File: src/cnmt_defines.vh
`ifndef CNMT_DEFINES_VH
`define CNMT_DEFINES_VH

// ----------------------------------------
// Function codes (identifier bits 10:7)
// ----------------------------------------
`define CNMT_FC_NMT 4'h0
`define CNMT_FC_SYNC_EMCY 4'h1
`define CNMT_FC_TPDO1 4'h3
`define CNMT_FC_RPDO1 4'h4
`define CNMT_FC_TPDO2 4'h5
`define CNMT_FC_RPDO2 4'h6
`define CNMT_FC_TPDO3 4'h7
`define CNMT_FC_RPDO3 4'h8
`define CNMT_FC_TPDO4 4'h9
`define CNMT_FC_RPDO4 4'hA
`define CNMT_FC_SDO_TX 4'hB
`define CNMT_FC_SDO_RX 4'hC
`define CNMT_FC_GUARD 4'hE
`define CNMT_ID_FC_HI 10
`define CNMT_ID_FC_LO 7
`define CNMT_ID_NODE_HI 6
`define CNMT_ID_NMT 11'h000
`define CNMT_ID_SYNC 11'h080

// ----------------------------------------
// Identifier classes
// ----------------------------------------
`define CNMT_CLS_NONE 4'h0
`define CNMT_CLS_NMT 4'h1
`define CNMT_CLS_SYNC 4'h2
`define CNMT_CLS_EMCY 4'h3
`define CNMT_CLS_TPDO 4'h4
`define CNMT_CLS_RPDO 4'h5
`define CNMT_CLS_SDO_TX 4'h6
`define CNMT_CLS_SDO_RX 4'h7
`define CNMT_CLS_GUARD 4'h8

// ----------------------------------------
// Management command specifiers
// ----------------------------------------
`define CNMT_CMD_START 8'h01
`define CNMT_CMD_STOP 8'h02
`define CNMT_CMD_PREOP 8'h80
`define CNMT_CMD_RST_NODE 8'h81
`define CNMT_CMD_RST_COMM 8'h82

// ----------------------------------------
// Node state codes on the state output
// ----------------------------------------
`define CNMT_ST_INIT 8'h00
`define CNMT_ST_STOPPED 8'h04
`define CNMT_ST_OPER 8'h05
`define CNMT_ST_PREOP 8'h7F

// ----------------------------------------
// Index range reset in reset-communication
// ----------------------------------------
`define CNMT_COMM_IDX_FIRST 16'h1000
`define CNMT_COMM_IDX_LAST 16'h1FFF

`endif

File: src/cnmt_id_class.v
`timescale 1ns/1ps
`default_nettype none
`include "cnmt_defines.vh"

// Registered identifier classifier
module cnmt_id_class #(
    parameter [6:0] NODE_ID = 7'h01
) (
    input wire mclk,
    input wire rst,
    input wire rx_valid,
    input wire [10:0] rx_id,
    output reg cls_valid_q,
    output reg [3:0] cls_q,
    output reg for_me_q
);
    wire [3:0] fc = rx_id[`CNMT_ID_FC_HI:`CNMT_ID_FC_LO];
    wire [6:0] nd = rx_id[`CNMT_ID_NODE_HI:0];
    reg [3:0] cls_d;

    always @* begin
        cls_d = `CNMT_CLS_NONE;
        case (fc)
            `CNMT_FC_NMT: cls_d = (nd == 7'h00) ? `CNMT_CLS_NMT : `CNMT_CLS_NONE;
            `CNMT_FC_SYNC_EMCY: cls_d = (nd == 7'h00) ? `CNMT_CLS_SYNC : `CNMT_CLS_EMCY;
            `CNMT_FC_TPDO1, `CNMT_FC_TPDO2, `CNMT_FC_TPDO3, `CNMT_FC_TPDO4:
                cls_d = (nd != 7'h00) ? `CNMT_CLS_TPDO : `CNMT_CLS_NONE;
            `CNMT_FC_RPDO1, `CNMT_FC_RPDO2, `CNMT_FC_RPDO3, `CNMT_FC_RPDO4:
                cls_d = (nd != 7'h00) ? `CNMT_CLS_RPDO : `CNMT_CLS_NONE;
            `CNMT_FC_SDO_TX: cls_d = (nd != 7'h00) ? `CNMT_CLS_SDO_TX : `CNMT_CLS_NONE;
            `CNMT_FC_SDO_RX: cls_d = (nd != 7'h00) ? `CNMT_CLS_SDO_RX : `CNMT_CLS_NONE;
            `CNMT_FC_GUARD: cls_d = (nd != 7'h00) ? `CNMT_CLS_GUARD : `CNMT_CLS_NONE;
            default: cls_d = `CNMT_CLS_NONE;
        endcase
    end

    always @(posedge mclk or posedge rst) begin
        if (rst) begin
            cls_valid_q <= 1'b0;
            cls_q <= 4'h0;
            for_me_q <= 1'b0;
        end else begin
            cls_valid_q <= rx_valid;
            cls_q <= cls_d;
            for_me_q <= (nd == NODE_ID) || (cls_d == `CNMT_CLS_NMT) ||
                        (cls_d == `CNMT_CLS_SYNC);
        end
    end
endmodule

`default_nettype wire

File: src/cnmt_state_ctrl.v
`timescale 1ns/1ps
`default_nettype none
`include "cnmt_defines.vh"

module cnmt_state_ctrl #(
    parameter [6:0] NODE_ID = 7'h01
) (
    input wire mclk,
    input wire rst,
    input wire rx_valid,
    input wire [10:0] rx_id,
    input wire [7:0] rx_byte0,
    input wire [7:0] rx_byte1,
    input wire app_init_done,
    input wire comm_init_done,
    input wire can_cfg_done,
    input wire bootup_ack,
    output reg app_init_start_q,
    output reg comm_init_start_q,
    output reg [15:0] comm_idx_first_q,
    output reg [15:0] comm_idx_last_q,
    output reg can_cfg_start_q,
    output reg bootup_req_q,
    output reg [10:0] bootup_id_q,
    output reg [7:0] node_state_q,
    output reg pdo_en_q,
    output reg sdo_en_q,
    output reg emcy_en_q,
    output reg nmt_en_q,
    output reg guard_en_q,
    output reg rx_pdo_q,
    output reg rx_sdo_q,
    output reg rx_sync_q,
    output reg rx_guard_q
);
    // ----------------------------------------
    // States
    // ----------------------------------------
    localparam [5:0] S_RST_APP = 6'b000001;
    localparam [5:0] S_RST_COMM = 6'b000010;
    localparam [5:0] S_INIT = 6'b000100;
    localparam [5:0] S_PREOP = 6'b001000;
    localparam [5:0] S_OPER = 6'b010000;
    localparam [5:0] S_STOP = 6'b100000;

    // ----------------------------------------
    // State group decoding
    // ----------------------------------------
    // Pre-operational or operational: service data and emergency allowed
    function f_svc_ok;
        input [5:0] s;
        begin
            f_svc_ok = (s == S_PREOP) || (s == S_OPER);
        end
    endfunction

    // Past init: management and monitoring stay alive
    function f_running;
        input [5:0] s;
        begin
            f_running = (s == S_PREOP) || (s == S_OPER) || (s == S_STOP);
        end
    endfunction

    // High on the edge that moves the node into state s
    function f_enter;
        input [5:0] nxt;
        input [5:0] cur;
        input [5:0] s;
        begin
            f_enter = (nxt == s) && (cur != s);
        end
    endfunction

    // Code shown on the state output
    function [7:0] f_state_code;
        input [5:0] s;
        begin
            case (s)
                S_PREOP: f_state_code = `CNMT_ST_PREOP;
                S_OPER: f_state_code = `CNMT_ST_OPER;
                S_STOP: f_state_code = `CNMT_ST_STOPPED;
                default: f_state_code = `CNMT_ST_INIT;
            endcase
        end
    endfunction

    reg [5:0] st_q, st_d;
    reg started_q;
    reg boot_pend_q, boot_pend_d;

    wire cls_valid;
    wire [3:0] cls;
    wire for_me;
    reg [7:0] cmd_q, node_q;

    cnmt_id_class #(.NODE_ID(NODE_ID)) u_cls (
        .mclk(mclk),
        .rst(rst),
        .rx_valid(rx_valid),
        .rx_id(rx_id),
        .cls_valid_q(cls_valid),
        .cls_q(cls),
        .for_me_q(for_me)
    );

    // Command bytes aligned with the registered class
    always @(posedge mclk or posedge rst) begin
        if (rst) begin
            cmd_q <= 8'h00;
            node_q <= 8'h00;
        end else begin
            cmd_q <= rx_byte0;
            node_q <= rx_byte1;
        end
    end

    // Management command addressed to this node or broadcast
    wire nmt_hit = cls_valid && (cls == `CNMT_CLS_NMT) &&
                   ((node_q == 8'h00) || (node_q == {1'b0, NODE_ID}));
    wire c_start = nmt_hit && (cmd_q == `CNMT_CMD_START);
    wire c_stop = nmt_hit && (cmd_q == `CNMT_CMD_STOP);
    wire c_preop = nmt_hit && (cmd_q == `CNMT_CMD_PREOP);
    wire c_rnode = nmt_hit && (cmd_q == `CNMT_CMD_RST_NODE);
    wire c_rcomm = nmt_hit && (cmd_q == `CNMT_CMD_RST_COMM);
    wire running = f_running(st_q);

    // ----------------------------------------
    // Next state
    // ----------------------------------------
    always @* begin
        st_d = st_q;
        boot_pend_d = boot_pend_q && !bootup_ack;
        case (st_q)
            S_RST_APP: begin
                if (app_init_done && started_q) st_d = S_RST_COMM;
            end
            S_RST_COMM: begin
                if (comm_init_done && started_q) st_d = S_INIT;
            end
            S_INIT: begin
                if (can_cfg_done && started_q) begin
                    st_d = S_PREOP;
                    boot_pend_d = 1'b1;
                end
            end
            S_PREOP: begin
                if (c_start) st_d = S_OPER;
                else if (c_stop) st_d = S_STOP;
            end
            S_OPER: begin
                if (c_stop) st_d = S_STOP;
                else if (c_preop) st_d = S_PREOP;
            end
            S_STOP: begin
                if (c_start) st_d = S_OPER;
                else if (c_preop) st_d = S_PREOP;
            end
            default: st_d = S_RST_APP;
        endcase
        // Any other command leaves the state as it was
        if (running && c_rnode) begin
            st_d = S_RST_APP;
            boot_pend_d = 1'b0;
        end else if (running && c_rcomm) begin
            st_d = S_RST_COMM;
            boot_pend_d = 1'b0;
        end
    end

    // ----------------------------------------
    // State and outputs
    // ----------------------------------------
    always @(posedge mclk or posedge rst) begin
        if (rst) begin
            st_q <= S_RST_APP;
            started_q <= 1'b0;
            boot_pend_q <= 1'b0;
            app_init_start_q <= 1'b0;
            comm_init_start_q <= 1'b0;
            comm_idx_first_q <= 16'h0000;
            comm_idx_last_q <= 16'h0000;
            can_cfg_start_q <= 1'b0;
            bootup_req_q <= 1'b0;
            bootup_id_q <= 11'h000;
            node_state_q <= `CNMT_ST_INIT;
            pdo_en_q <= 1'b0;
            sdo_en_q <= 1'b0;
            emcy_en_q <= 1'b0;
            nmt_en_q <= 1'b0;
            guard_en_q <= 1'b0;
            rx_pdo_q <= 1'b0;
            rx_sdo_q <= 1'b0;
            rx_sync_q <= 1'b0;
            rx_guard_q <= 1'b0;
        end else begin
            started_q <= 1'b1;
            st_q <= st_d;
            boot_pend_q <= boot_pend_d;
            // One-cycle starts on entry to each reset / init phase
            app_init_start_q <= (st_d == S_RST_APP) && (st_q != S_RST_APP || !started_q);
            comm_init_start_q <= f_enter(st_d, st_q, S_RST_COMM);
            comm_idx_first_q <= `CNMT_COMM_IDX_FIRST;
            comm_idx_last_q <= `CNMT_COMM_IDX_LAST;
            can_cfg_start_q <= f_enter(st_d, st_q, S_INIT);
            bootup_req_q <= boot_pend_d;
            bootup_id_q <= {`CNMT_FC_GUARD, NODE_ID};
            node_state_q <= f_state_code(st_d);
            pdo_en_q <= (st_d == S_OPER);
            sdo_en_q <= f_svc_ok(st_d);
            emcy_en_q <= f_svc_ok(st_d);
            nmt_en_q <= f_running(st_d);
            guard_en_q <= f_running(st_d);
            // Accepted receive strobes gated by the current state
            rx_pdo_q <= cls_valid && for_me && pdo_en_q &&
                        (cls == `CNMT_CLS_RPDO);
            rx_sdo_q <= cls_valid && for_me && sdo_en_q &&
                        (cls == `CNMT_CLS_SDO_RX);
            rx_sync_q <= cls_valid && pdo_en_q && (cls == `CNMT_CLS_SYNC);
            rx_guard_q <= cls_valid && for_me && guard_en_q &&
                          (cls == `CNMT_CLS_GUARD);
        end
    end
endmodule

`default_nettype wire

File: config.mk
export PLATFORM = sky130hd
export DESIGN_NAME = cnmt_state_ctrl
export DESIGN_NICKNAME = d
export VERILOG_FILES = /design/src/cnmt_id_class.v /design/src/cnmt_state_ctrl.v
export VERILOG_INCLUDE_DIRS = /design/src /design/src/src
export SDC_FILE = /design/constraint.sdc
export NUM_CORES = 1
export LEC_CHECK = 0
export BUFFER_PORTS_ARGS = -buffer_cell sky130_fd_sc_hd__buf_2
export CAP_MARGIN = 20
export CORE_MARGIN = 8
export CORE_UTILIZATION = 42
export CTS_CLUSTER_DIAMETER = 60
export CTS_CLUSTER_SIZE = 16
export DETAILED_ROUTE_END_ITERATION = 6
export PLACE_DENSITY_LB_ADDON = 0.3
export SLEW_MARGIN = 0
export SYNTH_ARGS = -nofsm -noshare
export SYNTH_HDL_FRONTEND = slang
export SYNTH_SLANG_ARGS = --single-unit
export TNS_END_PERCENT = 1
File: constraint.sdc
create_clock -name mclk -period 1.86 [get_ports mclk]
set_clock_uncertainty 0.1 [all_clocks]
set_input_delay 0.558 -clock mclk [delete_from_list [all_inputs] [get_ports mclk]]
set_output_delay 0.558 -clock mclk [all_outputs]
set_load 0.005 [all_outputs]
==> results.cfg, run 1 <==
[floorplanning]
die_h_um = 88.29
dieArea_mm2 = 0.007794
rows = 26
ios = 98
die_w_um = 88.29
core-area_mm2 = 0.005075
initial_utilization_pct = 43.24

[global_routing]
first_global_vias = 1673
grt_overflow_total = 0
grtUsageTotal_pct = 11.86
grt_max_degree = 35
antenna_found_initial = 0
grt_first_pass_wirelength_mm = 7.251

[clock_network]
clk_pin_slew_ps = 80
worstSkewPairLatency_ps = 290
tritoncts = done
cts_max_level = 2
clock_path_buffers = 2
cts-root-buf = clkbuf_8
cts_buffers = 5
cts_setup_buffers = 0
cts_hold_buf = 0
cts.sinks = 42

[logic_synthesis]
syn_area_per_cell_um2 = 10.02
synth-warning-count = 0
synth-async-reset-ratio_pct = 100.0
synth_top_area_share_pct = 46.75
ys_types = 45
yosys_register_bits = 42
synth.area.top_cells = dfrtp_1 (47%), buf_4 (17%), nor2_1 (3.4%)
netlist.top_cell.by_area = dfrtp_1
synth_edf_count = 0
yosysSeqAreaShare_pct = 47.95
synth_ff_type = dfrtp_1
postSynthCellCount = 219
synth_area_mm2 = 0.002195

[routing]
drtIter0Drc = 121
drt-vias-per-instance = 4.675
wire_per_inst_um = 12.34
drc = 0
drtAntennaViolNets = 0
vias = 1725
drt-pass1-iter-count = 4
wl_mm = 4.552

[sta]
slew_viol_final = 0
hold_viol = 0
layout_min_cycle_time_ps = 2025
whs_ps = 131.6
setup_viol = 11
max_freq_mhz = 493.7
rsz0062_at_grt = true
worst_slack_ps = -165.4
finalCritPeriodShare_pct = 108.9
fin_tns_setup_ps = -856.8

[power]
pwr-share-comb_pct = 22.7
p_sw_w = 0.0005960
peakVddDrop_mv = 0.4761
p_int_w = 0.001618
static-leakage-power_nw = 1.370
p_sw_share_pct = 26.92
p_clk_share_pct = 31.5
powerDensity_mw_per_mm2 = 801.0
p_seq_share_pct = 45.9

[worst_setup_path]
crit_buf_inv = 0
path_class = flop to flop
cp_slowest_stage_delay_ps = 560
critPathTopFamily = simple AND/OR/NAND/NOR gates
cp.required_ps = 1980
worstPathCellList = or4b_4 -> or4_4 -> nor4_4 -> o21ai_2 -> a31oi_1
cp-start-kind = flop
path_max_fanout = 3
worstSetupEndpointType = flop
critPathArrivalTime_ps = 2140
crit_slowest_cell = or4b_4

[layout]
n_antenna_cell = 0
final_common_cell = buf_2
area_growth_pct = 25.94
most-common-layout-cells = buf_2 (70), dfrtp_1 (40), buf_4 (29)
drive_gt1_share_pct = 43.48
nets = 332

[placement]
hpwl_mm = 3.658
portBuffers = 70
dpl_worst_slack_ps = -188.4
gp_congestion = 0.8712

[status]
violations = negative setup slack
outcome = complete, but fails checks

[worst_hold_path]
hold_class = primary input to async pin

[run]
drv_cap = 0
## cell families after synthesis
group | synth area share (%)
AOI/OAI and AO/OA | 9.407
xor gates and xnor gates | 2.395
buffers and inverters | 18.47
DFF | 47.95
muxes | 0.4561
other | 0.3422
and+or+nand+nor | 20.98
## worst register-to-register path: stages (launching register included)
cell     delay, ps
dfrtp_1        390
or4b_4         560
or4_4          510
nor4_4         150
o21ai_2         90
a31oi_1        160
## registers in the layout (all words and copies together) (netlist names), 3 cells and up
register      flops
node_state_q      3
node_q            7
st_q              6
u_cls.cls_q       4
cmd_q             8
## final cells by class
cell class / count / area, um2
fillers: 457 / 2311
flip-flops and latches: 42 / 1054
multi-input cells: 145 / 902.1
repair buffers: 101 / 599.3
well taps: 70 / 87.58
clock buffers: 6 / 72.57
clock inverters: 2 / 37.54
inverters: 3 / 11.26
## routing by layer
metal  GRT usage, %  share of wire [%]  vias up  wire length (um)
met4          3.994               0.94        0                43
li1               -                  -      848                 -
met5              0                  0        -                 0
met3          4.735                 11        5               514
met2          19.69                 48       71              2164
met1          13.53                 40      801              1829
## path summary, 6_finish.rpt
kind	endpoint	startpoint	slack (ps)	cells after the start
setup / recovery	node_state_q[2]	cmd_q[3]	-170	5
hold / removal	comm_init_start_q	rst	130	2
setup reg to reg	node_state_q[2]	cmd_q[3]	-170	5
hold reg to reg	rx_sync_q	u_cls.cls_q[0]	410	2
max in group asynchronous	u_cls.for_me_q	rst	1030	3
min in group mclk	u_cls.cls_valid_q	rx_valid	270	1
## cells in the mapped netlist, drive strengths merged, types with 2 or more instances
cell type / number
buf: 53
nand4: 3
conb: 2
and3b: 3
o31a: 2
nand2: 11
or4b: 2
dfrtp: 41
o21a: 2
nand3b: 4
nor4: 8
nand3: 8
nor3: 7
o211ai: 3
or2: 4
inv: 3
nor2: 20
xnor2: 3
o21ai: 7
a21oi: 6
a31oi: 4
xor2: 3
or4: 3
## power groups by stage
stage | combinational [W] | sequential [W] | clock (W)
after CTS | 0.000492 | 0.00101 | 0.000714
after global placement | 0.000461 | 0.00103 | 0
after global routing | 0.000557 | 0.00102 | 0.000747
final | 0.000502 | 0.00102 | 0.000697
after floorplan | 0.000297 | 0.00105 | 0
after detailed placement | 0.000467 | 0.00103 | 0
## per-stage QoR
| step | area, um2 | total power, W | cells | utilization, % |
|---|---|---|---|---|
| floorplan | 2295 | 0.001344 | 244 | - |
| global placement | 2584 | 0.001487 | 361 | 50.91 |
| detailed placement | 2584 | 0.001496 | 361 | 50.91 |
| CTS | 2729 | 0.002218 | 369 | 53.77 |
| global route | 2764 | 0.002325 | 369 | 54.46 |
| finish | 2764 | 0.002214 | 369 | 54.46 |
## timing repair
action / 4_1_cts / 5_1_grt
gates cloned: 0 / 0
resized for setup: 8 / 10
pin swaps: 5 / 3
endpoints found under the setup margin: 32 / 14
Power figures use the tool's default switching activity.
==> inputs of run 2 (changes only) <==
--- a/config.mk
+++ b/config.mk
@@ -9,7 +9,8 @@
 export BUFFER_PORTS_ARGS = -buffer_cell sky130_fd_sc_hd__buf_2
 export CAP_MARGIN = 20
 export CORE_MARGIN = 8
-export CORE_UTILIZATION = 42
+export CORE_UTILIZATION = 44
+export CTS_BUF_LIST = sky130_fd_sc_hd__clkbuf_2
 export CTS_CLUSTER_DIAMETER = 60
 export CTS_CLUSTER_SIZE = 16
 export DETAILED_ROUTE_END_ITERATION = 6
==> constraint.sdc (replaced) <==
create_clock -name mclk -period 1.6 [get_ports mclk]
set_clock_uncertainty 0.1 [all_clocks]
set_input_delay 0.48 -clock mclk [delete_from_list [all_inputs] [get_ports mclk]]
set_output_delay 0.48 -clock mclk [all_outputs]
set_load 0.005 [all_outputs]
==> results.cfg, run 2 (same netlist as run 1, synthesis figures left out) <==
[layout]
top_regs = cmd_q (8), node_q (7), st_q (6)
nets = 344
final_common_cell = buf_2
area_growth_pct = 28.28
final_core_util_pct = 59.21
largest-register = cmd_q
final_cells = 378
n_antenna_cell = 0
largest_reg_flops = 8
most-common-layout-cells = buf_2 (70), dfrtp_1 (40), buf_4 (38)
final.fill_count = 458
drive_gt1_share_pct = 46.62

[clock_network]
clock_path_buffers = 2
cts.sinks = 42
cts_buffers = 5
clk_pin_slew_ps = 210
cts_max_level = 2
cts-root-buf = clkbuf_2
worstSkewPairLatency_ps = 420
tritoncts = done

[routing]
drtAntennaViolNets = 0
wl_mm = 4.863
wire_per_inst_um = 12.87
drtIter0Drc = 71
drc = 0
drt-pass1-iter-count = 4
drt-vias-per-instance = 4.688
vias = 1772

[worst_setup_path]
path_max_fanout = 3
worstPathCellList = or4b_4 -> or4_4 -> nor4_4 -> o21ai_2 -> a31oi_1
cp_slowest_stage_delay_ps = 540
worstSetupEndpointType = flop
crit_buf_inv = 0
critPathArrivalTime_ps = 2270
path_class = flop to flop
critPathTopFamily = simple AND/OR/NAND/NOR gates
crit_slowest_cell = or4b_4
cp-start-kind = flop
cp.required_ps = 1860

[placement]
dp_cells = 368
hpwl_mm = 3.859
gp_congestion = 0.8808
portBuffers = 70

[power]
pwr-share-comb_pct = 28.9
static-leakage-power_nw = 1.409
p_seq_share_pct = 51.2
peakVddDrop_mv = 0.4863
p_clk_share_pct = 19.9
p_total_w = 0.002293
powerDensity_mw_per_mm2 = 814.4
p_sw_w = 0.0007271
p_int_w = 0.001566
p_sw_share_pct = 31.71

[sta]
worst_slack_ps = -409.4
whs_ps = 47.39
finalCritPeriodShare_pct = 125.6
hold_viol = 0
max_freq_mhz = 497.7
setup_viol = 32
layout_min_cycle_time_ps = 2009
rsz0062_at_grt = true
slew_viol_final = 0

[floorplanning]
core-area_mm2 = 0.004755
initial_utilization_pct = 46.16
dieArea_mm2 = 0.007504
rows = 25
ios = 98
die_w_um = 86.63
die_h_um = 86.63

[global_routing]
grt_max_degree = 35
antenna_found_initial = 0
grt_overflow_total = 0
first_global_vias = 1802
grtUsageTotal_pct = 12.88
grt_first_pass_wirelength_mm = 7.783

[status]
violations = negative setup slack
outcome = complete, but fails checks

[worst_hold_path]
hold_class = primary input to flop

[run]
drv_cap = 0
run 2: cell types whose count changed in the layout (fill, tap and decap cells not counted), sizes merged:
| cell | delta |
|---|---|
| dlygate4sd3 | +1 |
| buf | +11 |
| clkbuf | -1 |
| bufinv | -1 |
| clkinv | +2 |
run 2: power by group through the flow:
stage | registers, W | logic (W) | clock network [W]
after floorplan | 0.00122 | 0.000346 | 0
after global placement | 0.00119 | 0.000583 | 0
after detailed placement | 0.00119 | 0.000590 | 0
after CTS | 0.00117 | 0.000633 | 0.000486
after global routing | 0.00118 | 0.000744 | 0.000511
final | 0.00117 | 0.000662 | 0.000456
run 2: repair_timing:
action                                  in CTS  in global routing
gates resized for setup                     13                 11
hold buffers                                 1                  0
pin swaps                                    4                  3
endpoints found under the setup margin      43                 45
buffers inserted                             1                  0
hold endpoints to repair                     7                  0
run 2: final cells by class:
| class | instances | area (um2) | area share (%) |
|---|---|---|---|
| repair buffers | 113 | 699.4 | 24.84 |
| clock inverters | 3 | 21.27 | 0.7556 |
| multi-input cells | 145 | 920.9 | 32.71 |
| flip-flops and latches | 42 | 1054 | 37.42 |
| inverters | 3 | 11.26 | 0.4000 |
| well taps | 67 | 83.83 | 2.978 |
| clock buffers | 5 | 25.02 | 0.8889 |
run 2: final timing paths:
kind                       depth (start not counted)  slack [ps]                 to            from
setup / recovery                                   5        -410    node_state_q[2]        cmd_q[3]
hold / removal                                     1          50  u_cls.cls_valid_q        rx_valid
setup reg to reg                                   5        -410    node_state_q[2]        cmd_q[3]
hold reg to reg                                    2         430          rx_sync_q  u_cls.cls_q[0]
max in group asynchronous                          4         440          node_q[2]             rst
min in group asynchronous                          3         430   app_init_start_q             rst
run 2: per-layer routing:
layer | global-route usage, % | vias up | wire [um]
met5 | 0 | - | 0
met4 | 4.695 | 0 | 66
met3 | 5.671 | 8 | 479
met2 | 21.81 | 63 | 2365
met1 | 13.86 | 824 | 1952
li1 | - | 877 | -
run 2: through the flow:
step | TNS, ps | instance area [um2] | worst slack (ps)
final | -7890 | 2815 | -409.4
after global routing | -10950 | 2815 | -473.5
after CTS | -8824 | 2773 | -439.3
after detailed placement | -5597 | 2655 | -450.8
after global placement | -5182 | 2655 | -413.8
after floorplan | -4090 | 2295 | -362.4
